`src/hw/fan_cfg_pkg.sv`:
```
// constants shared by the fan monitor configuration and status register bank
package fan_cfg_pkg;
    // ======================================================================
    // register indices (byte address is four times the index)
    localparam logic [5:0] IDX_CONFIG      = 6'h01;
    localparam logic [5:0] IDX_FAN_CAP     = 6'h02;
    localparam logic [5:0] IDX_FANS_INST   = 6'h03;
    localparam logic [5:0] IDX_PIN_CAP     = 6'h04;
    localparam logic [5:0] IDX_PIN_USE     = 6'h05;
    localparam logic [5:0] IDX_SENSORS     = 6'h06;
    localparam logic [5:0] IDX_FORCE_ALARM = 6'h07;
    localparam logic [5:0] IDX_FORCE_HOT   = 6'h08;
    localparam logic [5:0] IDX_FORCE_FULL  = 6'h09;
    localparam logic [5:0] IDX_SW_RESET    = 6'h0b;
    localparam logic [5:0] IDX_SPINUP      = 6'h0c;
    localparam logic [5:0] IDX_MAKER       = 6'h0d;
    localparam logic [5:0] IDX_REVISION    = 6'h0e;
    localparam logic [5:0] IDX_FACT_TEST   = 6'h0f;
    localparam logic [5:0] IDX_FAN0_STATE  = 6'h10;
    localparam logic [5:0] IDX_FAN1_STATE  = 6'h11;
    // ======================================================================
    // config bit positions
    localparam int CFG_INSTALL   = 0;
    localparam int CFG_ALERT_MSK = 1;
    localparam int CFG_ARA_DIS   = 2;
    localparam int CFG_FREEWHEEL = 3;
    localparam int CFG_MONITOR   = 4;
    localparam int CFG_FORCE_CF  = 5;
    localparam int CFG_FORCE_AL  = 6;
    localparam int CFG_ALERT_POL = 7;
    // fan state flag positions
    localparam int FS_MISSING   = 0;
    localparam int FS_MISSING_L = 1;
    localparam int FS_FAULT     = 2;
    localparam int FS_FAULT_L   = 3;
    // ======================================================================
    // constant read values and values after reset
    localparam logic [7:0] FAN_CAP_VAL    = 8'h03;
    localparam logic [7:0] PIN_CAP_VAL    = 8'h7f;
    localparam logic [6:0] PIN_USE_RESET  = 7'h07;
    localparam logic [3:0] SPINUP_RESET   = 4'h3;
    localparam logic [7:0] SW_RESET_KEY   = 8'ha6;
    localparam logic [7:0] ZERO_BYTE      = 8'h00;
    // arbitrary neutral identity values
    localparam logic [7:0] MAKER_DEFAULT  = 8'h5a;
    localparam logic [7:0] REV_DEFAULT    = 8'h12;
    // ======================================================================
    // timing
    localparam longint CLK_HZ            = 10_000_000;
    localparam longint FREEWHEEL_TIME_MS = 10_000;
    localparam longint FREEWHEEL_CYC     = FREEWHEEL_TIME_MS * CLK_HZ / 1000;
    // ======================================================================
    // axi responses
    localparam logic [1:0] RESP_OKAY   = 2'b00;
    localparam logic [1:0] RESP_SLVERR = 2'b10;
endpackage

```
`src/hw/fan_monitor_config_status_regs.sv`:
```
// configuration, capability, command and fan status register bank over axi4-lite
// How it works
// - global alert mask bit set keeps host alert output deasserted for alert requests; config bit 6 still forces it.
// - config bit 2 set withdraws the device from alert response address use.
// - writing config bit 3 runs a ten second free-wheel test, pausing monitoring.
// - config bit 4 starts monitoring; while clear all fans run at alarm speed.
// - monitoring start bit is loaded from the automatic fan control strap at power-up.
// - config bit 5 drives the cascade fault line low regardless of sources.
// - config bit 6 forces the host alert output to its asserted level.
// - config bit 7 picks alert level: 1 active high, 0 active low.
// - config bit 0 and installed-fans bit 1 are one shared stored bit.
// - fan capability reads 03h, pin capability reads 7Fh, upper bits zero.
// - installed-fans bit 0 resets to 1, bit 1 taken from strap; both writable.
// - pin-use bits 0 to 2 reset to 1; clearing bit 0 or 1 selects analog input.
// - pin-use diode bits cleared if diode detected at power-up, else set; writable.
// - installed sensors is read-only: bit 0 fixed 1, bits 1-2 detected diodes.
// - force alarm bits 0 and 1 put fan 0 or fan 1 at alarm speed.
// - force hot-plug bits 0 and 1 put fan 0 or fan 1 at hot-plug speed.
// - force full bits 0 and 1 put fan 0 or fan 1 at full speed.
// - writing A6h to software reset acts as power-on reset; reads back zero.
// - spin-up bit 3 disables spin-up; bits 2-0 select spin-up time code.
// - read-only maker code and revision with minor low nibble, major high nibble.
// - fan flag bit 0 follows missing pin; bit 1 latches removal until written 0.
// - bit 2 inverts fault pin; bit 3 latches fault, cleared by write 0 or absence.
//
// Chosen here: the AXI4-Lite slave port.
module fan_monitor_config_status_regs
    import fan_cfg_pkg::*;
#(
    parameter int         NUM_FANS         = 2,
    parameter longint     FREEWHEEL_CYCLES = FREEWHEEL_CYC,
    parameter logic [7:0] MAKER_CODE       = MAKER_DEFAULT,
    parameter logic [7:0] REVISION_CODE    = REV_DEFAULT
) (
    input  wire logic                aclk,
    input  wire logic                aresetn,
    input  wire logic [7:0]          s_axi_awaddr,
    input  wire logic                s_axi_awvalid,
    output logic                     s_axi_awready,
    input  wire logic [31:0]         s_axi_wdata,
    input  wire logic [3:0]          s_axi_wstrb,
    input  wire logic                s_axi_wvalid,
    output logic                     s_axi_wready,
    output logic [1:0]               s_axi_bresp,
    output logic                     s_axi_bvalid,
    input  wire logic                s_axi_bready,
    input  wire logic [7:0]          s_axi_araddr,
    input  wire logic                s_axi_arvalid,
    output logic                     s_axi_arready,
    output logic [31:0]              s_axi_rdata,
    output logic [1:0]               s_axi_rresp,
    output logic                     s_axi_rvalid,
    input  wire logic                s_axi_rready,
    input  wire logic                auto_fan_strap,
    input  wire logic                remote_diode_one,
    input  wire logic                remote_diode_two,
    input  wire logic [NUM_FANS-1:0] fan_missing,
    input  wire logic [NUM_FANS-1:0] fan_fault_n,
    input  wire logic                alert_request,
    input  wire logic                fault_request,
    output logic                     host_alert,
    output logic                     ara_enable,
    output logic                     cascade_fault_line_n,
    output logic                     monitor_run,
    output logic                     freewheel_active,
    output logic [NUM_FANS-1:0]      fan_alarm_speed,
    output logic [NUM_FANS-1:0]      fan_hotplug_speed,
    output logic [NUM_FANS-1:0]      fan_full_speed,
    output logic                     spinup_disable,
    output logic [2:0]               spinup_time,
    output logic [6:0]               pin_use,
    output logic                     soft_reset_pulse
);

    // ======================================================================
    // reset: soft reset re-enters the power-on state but leaves the bus alone,
    // so the write that triggered it still gets its response
    logic        soft_rst_r;
    logic        rst;
    assign rst = !aresetn || soft_rst_r;

    // ======================================================================
    // axi write channel
    logic        aw_got_r;
    logic        w_got_r;
    logic [5:0]  wr_idx_r;
    logic [7:0]  wr_data_r;
    logic        wr_lane_r;
    logic        wr_en;
    logic        wr_ok;
    logic [5:0]  ar_idx;
    logic [7:0]  rd_byte;
    logic        rd_ok;

    assign wr_en = aw_got_r && w_got_r && !s_axi_bvalid;

    always_ff @(posedge aclk) begin
        if (!aresetn) begin
            s_axi_awready <= 1'b0;
            s_axi_wready  <= 1'b0;
            s_axi_bvalid  <= 1'b0;
            s_axi_bresp   <= RESP_OKAY;
            aw_got_r      <= 1'b0;
            w_got_r       <= 1'b0;
            wr_idx_r      <= 6'h00;
            wr_data_r     <= ZERO_BYTE;
            wr_lane_r     <= 1'b0;
        end else begin
            if (!aw_got_r && !s_axi_bvalid) begin
                s_axi_awready <= !(s_axi_awvalid && s_axi_awready);
            end
            if (!w_got_r && !s_axi_bvalid) begin
                s_axi_wready <= !(s_axi_wvalid && s_axi_wready);
            end
            if (s_axi_awvalid && s_axi_awready) begin
                aw_got_r      <= 1'b1;
                s_axi_awready <= 1'b0;
                wr_idx_r      <= s_axi_awaddr[7:2];
            end
            if (s_axi_wvalid && s_axi_wready) begin
                w_got_r      <= 1'b1;
                s_axi_wready <= 1'b0;
                wr_data_r    <= s_axi_wdata[7:0];
                wr_lane_r    <= s_axi_wstrb[0];
            end
            if (wr_en) begin
                aw_got_r     <= 1'b0;
                w_got_r      <= 1'b0;
                s_axi_bvalid <= 1'b1;
                s_axi_bresp  <= wr_ok ? RESP_OKAY : RESP_SLVERR;
            end
            if (s_axi_bvalid && s_axi_bready) begin
                s_axi_bvalid  <= 1'b0;
                s_axi_awready <= 1'b1;
                s_axi_wready  <= 1'b1;
            end
        end
    end

    // ======================================================================
    // axi read channel: answer one cycle after the address is taken
    assign ar_idx = s_axi_araddr[7:2];

    always_ff @(posedge aclk) begin
        if (!aresetn) begin
            s_axi_arready <= 1'b0;
            s_axi_rvalid  <= 1'b0;
            s_axi_rdata   <= 32'h0000_0000;
            s_axi_rresp   <= RESP_OKAY;
        end else begin
            if (!s_axi_rvalid) begin
                s_axi_arready <= !(s_axi_arvalid && s_axi_arready);
            end
            if (s_axi_arvalid && s_axi_arready) begin
                s_axi_arready <= 1'b0;
                s_axi_rvalid  <= 1'b1;
                s_axi_rdata   <= {24'h00_0000, rd_byte};
                s_axi_rresp   <= rd_ok ? RESP_OKAY : RESP_SLVERR;
            end
            if (s_axi_rvalid && s_axi_rready) begin
                s_axi_rvalid  <= 1'b0;
                s_axi_arready <= 1'b1;
            end
        end
    end

    // ======================================================================
    // register storage
    logic [7:0]          cfg_r;
    logic                fan0_inst_r;
    logic [6:0]          pin_use_r;
    logic [1:0]          sensors_r;
    logic [1:0]          frc_alarm_r;
    logic [1:0]          frc_hot_r;
    logic [1:0]          frc_full_r;
    logic [3:0]          spinup_r;
    logic [7:0]          fact_test_r;
    logic                strap_load_r;
    logic [31:0]         fw_count_r;
    logic [NUM_FANS-1:0] miss_r;
    logic [NUM_FANS-1:0] miss_l_r;
    logic [NUM_FANS-1:0] fault_r;
    logic [NUM_FANS-1:0] fault_l_r;

    function automatic logic hit(input logic [5:0] idx);
        hit = wr_en && wr_lane_r && (wr_idx_r == idx);
    endfunction

    // straps are caught on the first edge after reset lets go
    always_ff @(posedge aclk) begin
        if (rst) begin
            strap_load_r <= 1'b1;
        end else begin
            strap_load_r <= 1'b0;
        end
    end

    // only the bus reset clears these, so the outward pulse outlives the soft reset
    always_ff @(posedge aclk) begin
        if (!aresetn) begin
            soft_rst_r       <= 1'b0;
            soft_reset_pulse <= 1'b0;
        end else begin
            soft_rst_r       <= hit(IDX_SW_RESET) && (wr_data_r == SW_RESET_KEY);
            soft_reset_pulse <= soft_rst_r;
        end
    end

    always_ff @(posedge aclk) begin
        if (rst) begin
            cfg_r       <= ZERO_BYTE;
            fan0_inst_r <= 1'b1;
            pin_use_r   <= PIN_USE_RESET;
            sensors_r   <= 2'b00;
        end else if (strap_load_r) begin
            cfg_r[CFG_MONITOR] <= auto_fan_strap;
            cfg_r[CFG_INSTALL] <= auto_fan_strap;
            pin_use_r[4:3]     <= {2{!remote_diode_one}};
            pin_use_r[6:5]     <= {2{!remote_diode_two}};
            sensors_r          <= {remote_diode_two, remote_diode_one};
        end else begin
            if (hit(IDX_CONFIG)) begin
                cfg_r[7:4] <= wr_data_r[7:4];
                cfg_r[2:0] <= wr_data_r[2:0];
                // a running test cannot be restarted or cut short by software
                if (!cfg_r[CFG_FREEWHEEL]) begin
                    cfg_r[CFG_FREEWHEEL] <= wr_data_r[CFG_FREEWHEEL];
                end
            end else if (hit(IDX_FANS_INST)) begin
                cfg_r[CFG_INSTALL] <= wr_data_r[1];
            end
            if (cfg_r[CFG_FREEWHEEL] && (fw_count_r == 32'(FREEWHEEL_CYCLES - 1))) begin
                cfg_r[CFG_FREEWHEEL] <= 1'b0;
            end
            if (hit(IDX_FANS_INST)) begin
                fan0_inst_r <= wr_data_r[0];
            end
            if (hit(IDX_PIN_USE)) begin
                pin_use_r <= wr_data_r[6:0];
            end
        end
    end

    // free-wheel test timer
    always_ff @(posedge aclk) begin
        if (rst || !cfg_r[CFG_FREEWHEEL]) begin
            fw_count_r <= 32'h0000_0000;
        end else begin
            fw_count_r <= fw_count_r + 32'h0000_0001;
        end
    end

    always_ff @(posedge aclk) begin
        if (rst) begin
            frc_alarm_r <= 2'b00;
            frc_hot_r   <= 2'b00;
            frc_full_r  <= 2'b00;
            spinup_r    <= SPINUP_RESET;
            fact_test_r <= ZERO_BYTE;
        end else begin
            if (hit(IDX_FORCE_ALARM)) begin
                frc_alarm_r <= wr_data_r[1:0];
            end
            if (hit(IDX_FORCE_HOT)) begin
                frc_hot_r <= wr_data_r[1:0];
            end
            if (hit(IDX_FORCE_FULL)) begin
                frc_full_r <= wr_data_r[1:0];
            end
            if (hit(IDX_SPINUP)) begin
                spinup_r <= wr_data_r[3:0];
            end
            if (hit(IDX_FACT_TEST)) begin
                fact_test_r <= wr_data_r;
            end
        end
    end

    // ======================================================================
    // fan presence and fault flags; a set beats a software clear in one cycle
    always_ff @(posedge aclk) begin
        if (rst) begin
            miss_r    <= '0;
            miss_l_r  <= '0;
            fault_r   <= '0;
            fault_l_r <= '0;
        end else begin
            for (int i = 0; i < NUM_FANS; i++) begin
                logic clr_wr;
                logic clr_bits;
                clr_wr   = hit(IDX_FAN0_STATE + 6'(i));
                clr_bits = 1'b0;
                miss_r[i]  <= fan_missing[i];
                fault_r[i] <= !fan_fault_n[i];
                if (fan_missing[i] && !miss_r[i]) begin
                    miss_l_r[i] <= 1'b1;
                end else if (clr_wr && !wr_data_r[FS_MISSING_L]) begin
                    miss_l_r[i] <= 1'b0;
                end
                clr_bits = clr_wr && !wr_data_r[FS_FAULT_L];
                // absence clears the fault latch even against a new fault edge
                if (fan_missing[i]) begin
                    fault_l_r[i] <= 1'b0;
                end else if (!fan_fault_n[i] && !fault_r[i]) begin
                    fault_l_r[i] <= 1'b1;
                end else if (clr_bits) begin
                    fault_l_r[i] <= 1'b0;
                end
            end
        end
    end

    // ======================================================================
    // read mux; unused bits read zero
    always_comb begin
        rd_byte = ZERO_BYTE;
        rd_ok   = 1'b1;
        case (ar_idx)
            IDX_CONFIG:      rd_byte = cfg_r;
            IDX_FAN_CAP:     rd_byte = FAN_CAP_VAL;
            IDX_FANS_INST:   rd_byte = {6'h00, cfg_r[CFG_INSTALL], fan0_inst_r};
            IDX_PIN_CAP:     rd_byte = PIN_CAP_VAL;
            IDX_PIN_USE:     rd_byte = {1'b0, pin_use_r};
            IDX_SENSORS:     rd_byte = {5'h00, sensors_r, 1'b1};
            IDX_FORCE_ALARM: rd_byte = {6'h00, frc_alarm_r};
            IDX_FORCE_HOT:   rd_byte = {6'h00, frc_hot_r};
            IDX_FORCE_FULL:  rd_byte = {6'h00, frc_full_r};
            IDX_SW_RESET:    rd_byte = ZERO_BYTE;
            IDX_SPINUP:      rd_byte = {4'h0, spinup_r};
            IDX_MAKER:       rd_byte = MAKER_CODE;
            IDX_REVISION:    rd_byte = REVISION_CODE;
            IDX_FACT_TEST:   rd_byte = fact_test_r;
            IDX_FAN0_STATE:  rd_byte = {4'h0, fault_l_r[0], fault_r[0], miss_l_r[0], miss_r[0]};
            IDX_FAN1_STATE:  rd_byte = {4'h0, fault_l_r[1], fault_r[1], miss_l_r[1], miss_r[1]};
            default:         rd_ok   = 1'b0;
        endcase
    end

    always_comb begin
        wr_ok = 1'b1;
        case (wr_idx_r)
            IDX_CONFIG, IDX_FAN_CAP, IDX_FANS_INST, IDX_PIN_CAP, IDX_PIN_USE,
            IDX_SENSORS, IDX_FORCE_ALARM, IDX_FORCE_HOT, IDX_FORCE_FULL,
            IDX_SW_RESET, IDX_SPINUP, IDX_MAKER, IDX_REVISION, IDX_FACT_TEST,
            IDX_FAN0_STATE, IDX_FAN1_STATE: wr_ok = 1'b1;
            default:                        wr_ok = 1'b0;
        endcase
    end

    // ======================================================================
    // outputs, all registered
    logic alert_on;
    assign alert_on = cfg_r[CFG_FORCE_AL] || (alert_request && !cfg_r[CFG_ALERT_MSK]);

    always_ff @(posedge aclk) begin
        if (rst) begin
            host_alert           <= 1'b1;
            ara_enable           <= 1'b1;
            cascade_fault_line_n <= 1'b1;
            monitor_run          <= 1'b0;
            freewheel_active     <= 1'b0;
            fan_alarm_speed      <= '1;
            fan_hotplug_speed    <= '0;
            fan_full_speed       <= '0;
            spinup_disable       <= 1'b0;
            spinup_time          <= 3'h3;
            pin_use              <= PIN_USE_RESET;
        end else begin
            host_alert           <= alert_on ? cfg_r[CFG_ALERT_POL] : !cfg_r[CFG_ALERT_POL];
            ara_enable           <= !cfg_r[CFG_ARA_DIS];
            cascade_fault_line_n <= !(cfg_r[CFG_FORCE_CF] || fault_request);
            monitor_run          <= cfg_r[CFG_MONITOR] && !cfg_r[CFG_FREEWHEEL];
            freewheel_active     <= cfg_r[CFG_FREEWHEEL];
            for (int i = 0; i < NUM_FANS; i++) begin
                fan_alarm_speed[i]   <= frc_alarm_r[i] || !cfg_r[CFG_MONITOR];
                fan_hotplug_speed[i] <= frc_hot_r[i];
                fan_full_speed[i]    <= frc_full_r[i];
            end
            spinup_disable       <= spinup_r[3];
            spinup_time          <= spinup_r[2:0];
            pin_use              <= pin_use_r;
        end
    end

endmodule

```
`config.mk`:
```
export PLATFORM = sky130hd
export DESIGN_NAME = fan_monitor_config_status_regs
export DESIGN_NICKNAME = d
export VERILOG_FILES = /design/src/hw/fan_cfg_pkg.sv /design/src/hw/fan_monitor_config_status_regs.sv
export SDC_FILE = /design/constraint.sdc
export NUM_CORES = 1
export LEC_CHECK = 0
export BUFFER_PORTS_ARGS = -buffer_cell sky130_fd_sc_hd__buf_4
export CAP_MARGIN = 40
export CORE_MARGIN = 2
export CORE_UTILIZATION = 46
export CTS_CLUSTER_SIZE = 14
export DETAILED_ROUTE_END_ITERATION = 16
export PLACE_DENSITY = 0.82
export RECOVER_POWER = 50
export SLEW_MARGIN = 0
export SYNTH_ARGS = -nofsm -noshare
export SYNTH_HDL_FRONTEND = slang
export SYNTH_SLANG_ARGS = --single-unit
```
`constraint.sdc`:
```
create_clock -name aclk -period 2.4 [get_ports aclk]
set_input_delay 0.12 -clock aclk [delete_from_list [all_inputs] [get_ports aclk]]
set_output_delay 0.12 -clock aclk [all_outputs]
set_load 0.01 [all_outputs]
```
==> impl_metrics.json <==
{
  "hp-class": "in2reg",
  "dieArea_um2": 13510,
  "fin_nets": 841,
  "swShare_pct": 21.31,
  "synthToLayoutAreaGrowth_pct": 22.96,
  "cpMaxStageDelayCell": "or4_1",
  "drive_gt1_share_pct": 12.10,
  "pwr-share-clk_pct": 51.1,
  "final_area_um2": 7123,
  "place_ws_ns": 0.2524,
  "synth.top_cell.area_share_pct": 46.31,
  "max-slew-margin-rel_pct": 46.68,
  "synth_commonest_cells": "134 x dfxtp_1, 75 x nor2_1, 73 x nand2_1",
  "status": "finished clean",
  "fin_tns_setup_ns": 0,
  "synth.most_common_cell": "dfxtp_1",
  "grt_overflow": 0,
  "wire_per_inst_um": 14.77,
  "drc": 0,
  "grt_pass1_vias": 4729,
  "tightest_slew_ns": 0.7924,
  "yosysUniqueCellTypes": 58,
  "cts.sink_count": 134,
  "p_comb_share_pct": 6.1,
  "path_max_fanout": 5,
  "firstDrtPassIters": 5,
  "power_density_nw_per_um2": 766.2,
  "synth.cell_area_um2": 5793,
  "place_congestion": 0.8817,
  "cts-htree-levels": 4,
  "rows": 40,
  "drtAntennaViolNets": 0,
  "io_pins": 132,
  "timing.final.hold_violations": 0,
  "grt_max_degree": 33,
  "worstPathCellList": "ha_1 -> inv_1 -> or4_1 -> nor4_2 -> a31o_2 -> a21oi_1",
  "synth_warnings": 0,
  "grtUsageTotal_pct": 22.09,
  "hold_slack_ns": 0.01777,
  "synth_edf_count": 0,
  "setup-violations-final": 0,
  "post_cts_resize_count": 0,
  "avgSynthCellArea_um2": 8.507,
  "fmax_mhz": 456.0,
  "core-area_um2": 12160,
  "vias": 5163,
  "synth_ff_type": "dfxtp_1",
  "finalCriticalPeriod_ns": 2.193,
  "cts_tree": "yes",
  "grt_pass1_wl_um": 23290,
  "start_kind": "flop",
  "synth_cells": 681,
  "portBuffers": 74,
  "drv_slew": 0,
  "finish.utilization_pct": 58.57,
  "via_per_inst": 5.418,
  "power_switching_mw": 1.163,
  "synth_area_leaders": "dfxtp_1 46%, nor2_1 4.9%, nand2_1 4.7%",
  "p_int_mw": 4.295,
  "die_w_um": 116.2,
  "worstHoldPathCells": 3,
  "synth_seq_area_share_pct": 46.31,
  "slowest_delay_ns": 0.62,
  "finalCritPeriodShare_pct": 91.37,
  "drt_iter0_drc": 460,
  "end_kind": "flop",
  "seqPwrFrac_pct": 42.8,
  "antenna_found_initial": 0,
  "hpwl_um": 9493,
  "clk_latency_ns": 0.42,
  "die_y_um": 116.2,
  "antenna-diode-count": 0,
  "cp.required_ns": 2.67,
  "initial_core_util_pct": 47.63,
  "cts_hold_buf": 21,
  "reg2reg_depth": 6,
  "crit_arrival_ns": 2.47,
  "root_buffer": "clkbuf_16",
  "power.leakage_nw": 2.611,
  "peakVddDrop_v": 0.0004381,
  "place_area_um2": 6421,
  "synthArstFlopShare_pct": 0,
  "crit_type": "reg2reg",
  "cts_buffers": 17,
  "clock_path_buffers": 2,
  "cts.clk_slew.worst_paths_ns": 0.06,
  "maxCapViolCount": 0,
  "fin_ws_ns": 0.2072,
  "rsz0062_at_grt": "false",
  "routed_wl_um": 14080,
  "ys_ff_latch": 134,
  "fin_skew_ns": 0.007302,
  "post_cts.repair.setup_buffers": 0,
  "synth_top_area_cell": "dfxtp_1"
}
## routing by layer
metal / share of wire, % / GRT usage, % / up-vias
li1: - / - / 2530
met1: 45 / 30.14 / 2361
met2: 45 / 34.26 / 243
met3: 7.9 / 5.501 / 29
met4: 1.7 / 7.619 / 0
met5: 0 / 0 / -
## worst max-delay path: cells and delay by family, from the launching register on
kind	cells	cell delay [ns]
AOI/OAI and AO/OA	2	0.26
adders and majority gates	1	0.27
buffers and inverters	1	0.07
DFF	1	0.40
and+or+nand+nor	2	1.05
## path summary, 6_finish.rpt
path,slack [ns],from,endpoint
setup / recovery,0.21,fw_count_r[0]$_SDFF_PP0_,fw_count_r[24]$_SDFF_PP0_
hold / removal,0.02,s_axi_awvalid,aw_got_r$_SDFFE_PP0N_
setup reg to reg,0.21,fw_count_r[0]$_SDFF_PP0_,fw_count_r[24]$_SDFF_PP0_
hold reg to reg,0.44,flop,s_axi_bresp[1]$_SDFFE_PN0N_
## stage by stage
stage / instances / total power [mW]
final: 953 / 5.458
after global routing: 953 / 5.625
after detailed placement: 900 / 2.693
after floorplan: 706 / 2.583
after CTS: 953 / 5.484
after global placement: 900 / 2.687
## area by class of cell
cell class,count,area (um2)
inverters,16,60.06
repair buffers,109,718.2
clock buffers,24,501.7
flip-flops and latches,134,2683
well taps,168,210.2
clock inverters,8,142.6
multi-input cells,494,2808
fillers,1114,5039
## sequential cells by signal, indices dropped and copies added (netlist names), 6 cells and up, named ones only
register     cells
fw_count_r      32
fact_test_r      8
pin_use_r        7
pin_use          7
wr_idx_r         6
s_axi_rdata      8
cfg_r            8
wr_data_r        8
## logic make-up after synthesis
logic type / share of synthesized area, %
AOI/OAI and AO/OA: 12.85
xor gates and xnor gates: 3.780
adders and majority gates: 0.2159
buffers and inverters: 6.847
DFF: 46.31
muxes: 4.708
other: 0.06473
and+or+nand+nor: 25.23
## cells in the final DEF (no fill, tap or decap), types with 21 or more instances in the layout
master and n:
nor2_1 75, a21oi_1 45, nand3_1 35, buf_4 47
dfxtp_1 134, nand2_1 73, mux2i_1 25, o21ai_0 28
conb_1 26, clkbuf_1 42, dlygate4sd3_1 21
## power by group through the flow
stage / clock network, mW / registers (mW) / logic (mW)
4_1_cts: 2.81 / 2.33 / 0.344
5_1_grt: 2.91 / 2.34 / 0.372
3_5_place_dp: 0 / 2.38 / 0.313
6_report: 2.79 / 2.34 / 0.334
3_3_place_gp: 0 / 2.38 / 0.309
2_1_floorplan: 0 / 2.36 / 0.222
No activity file was read; power rests on OpenSTA's default activity.
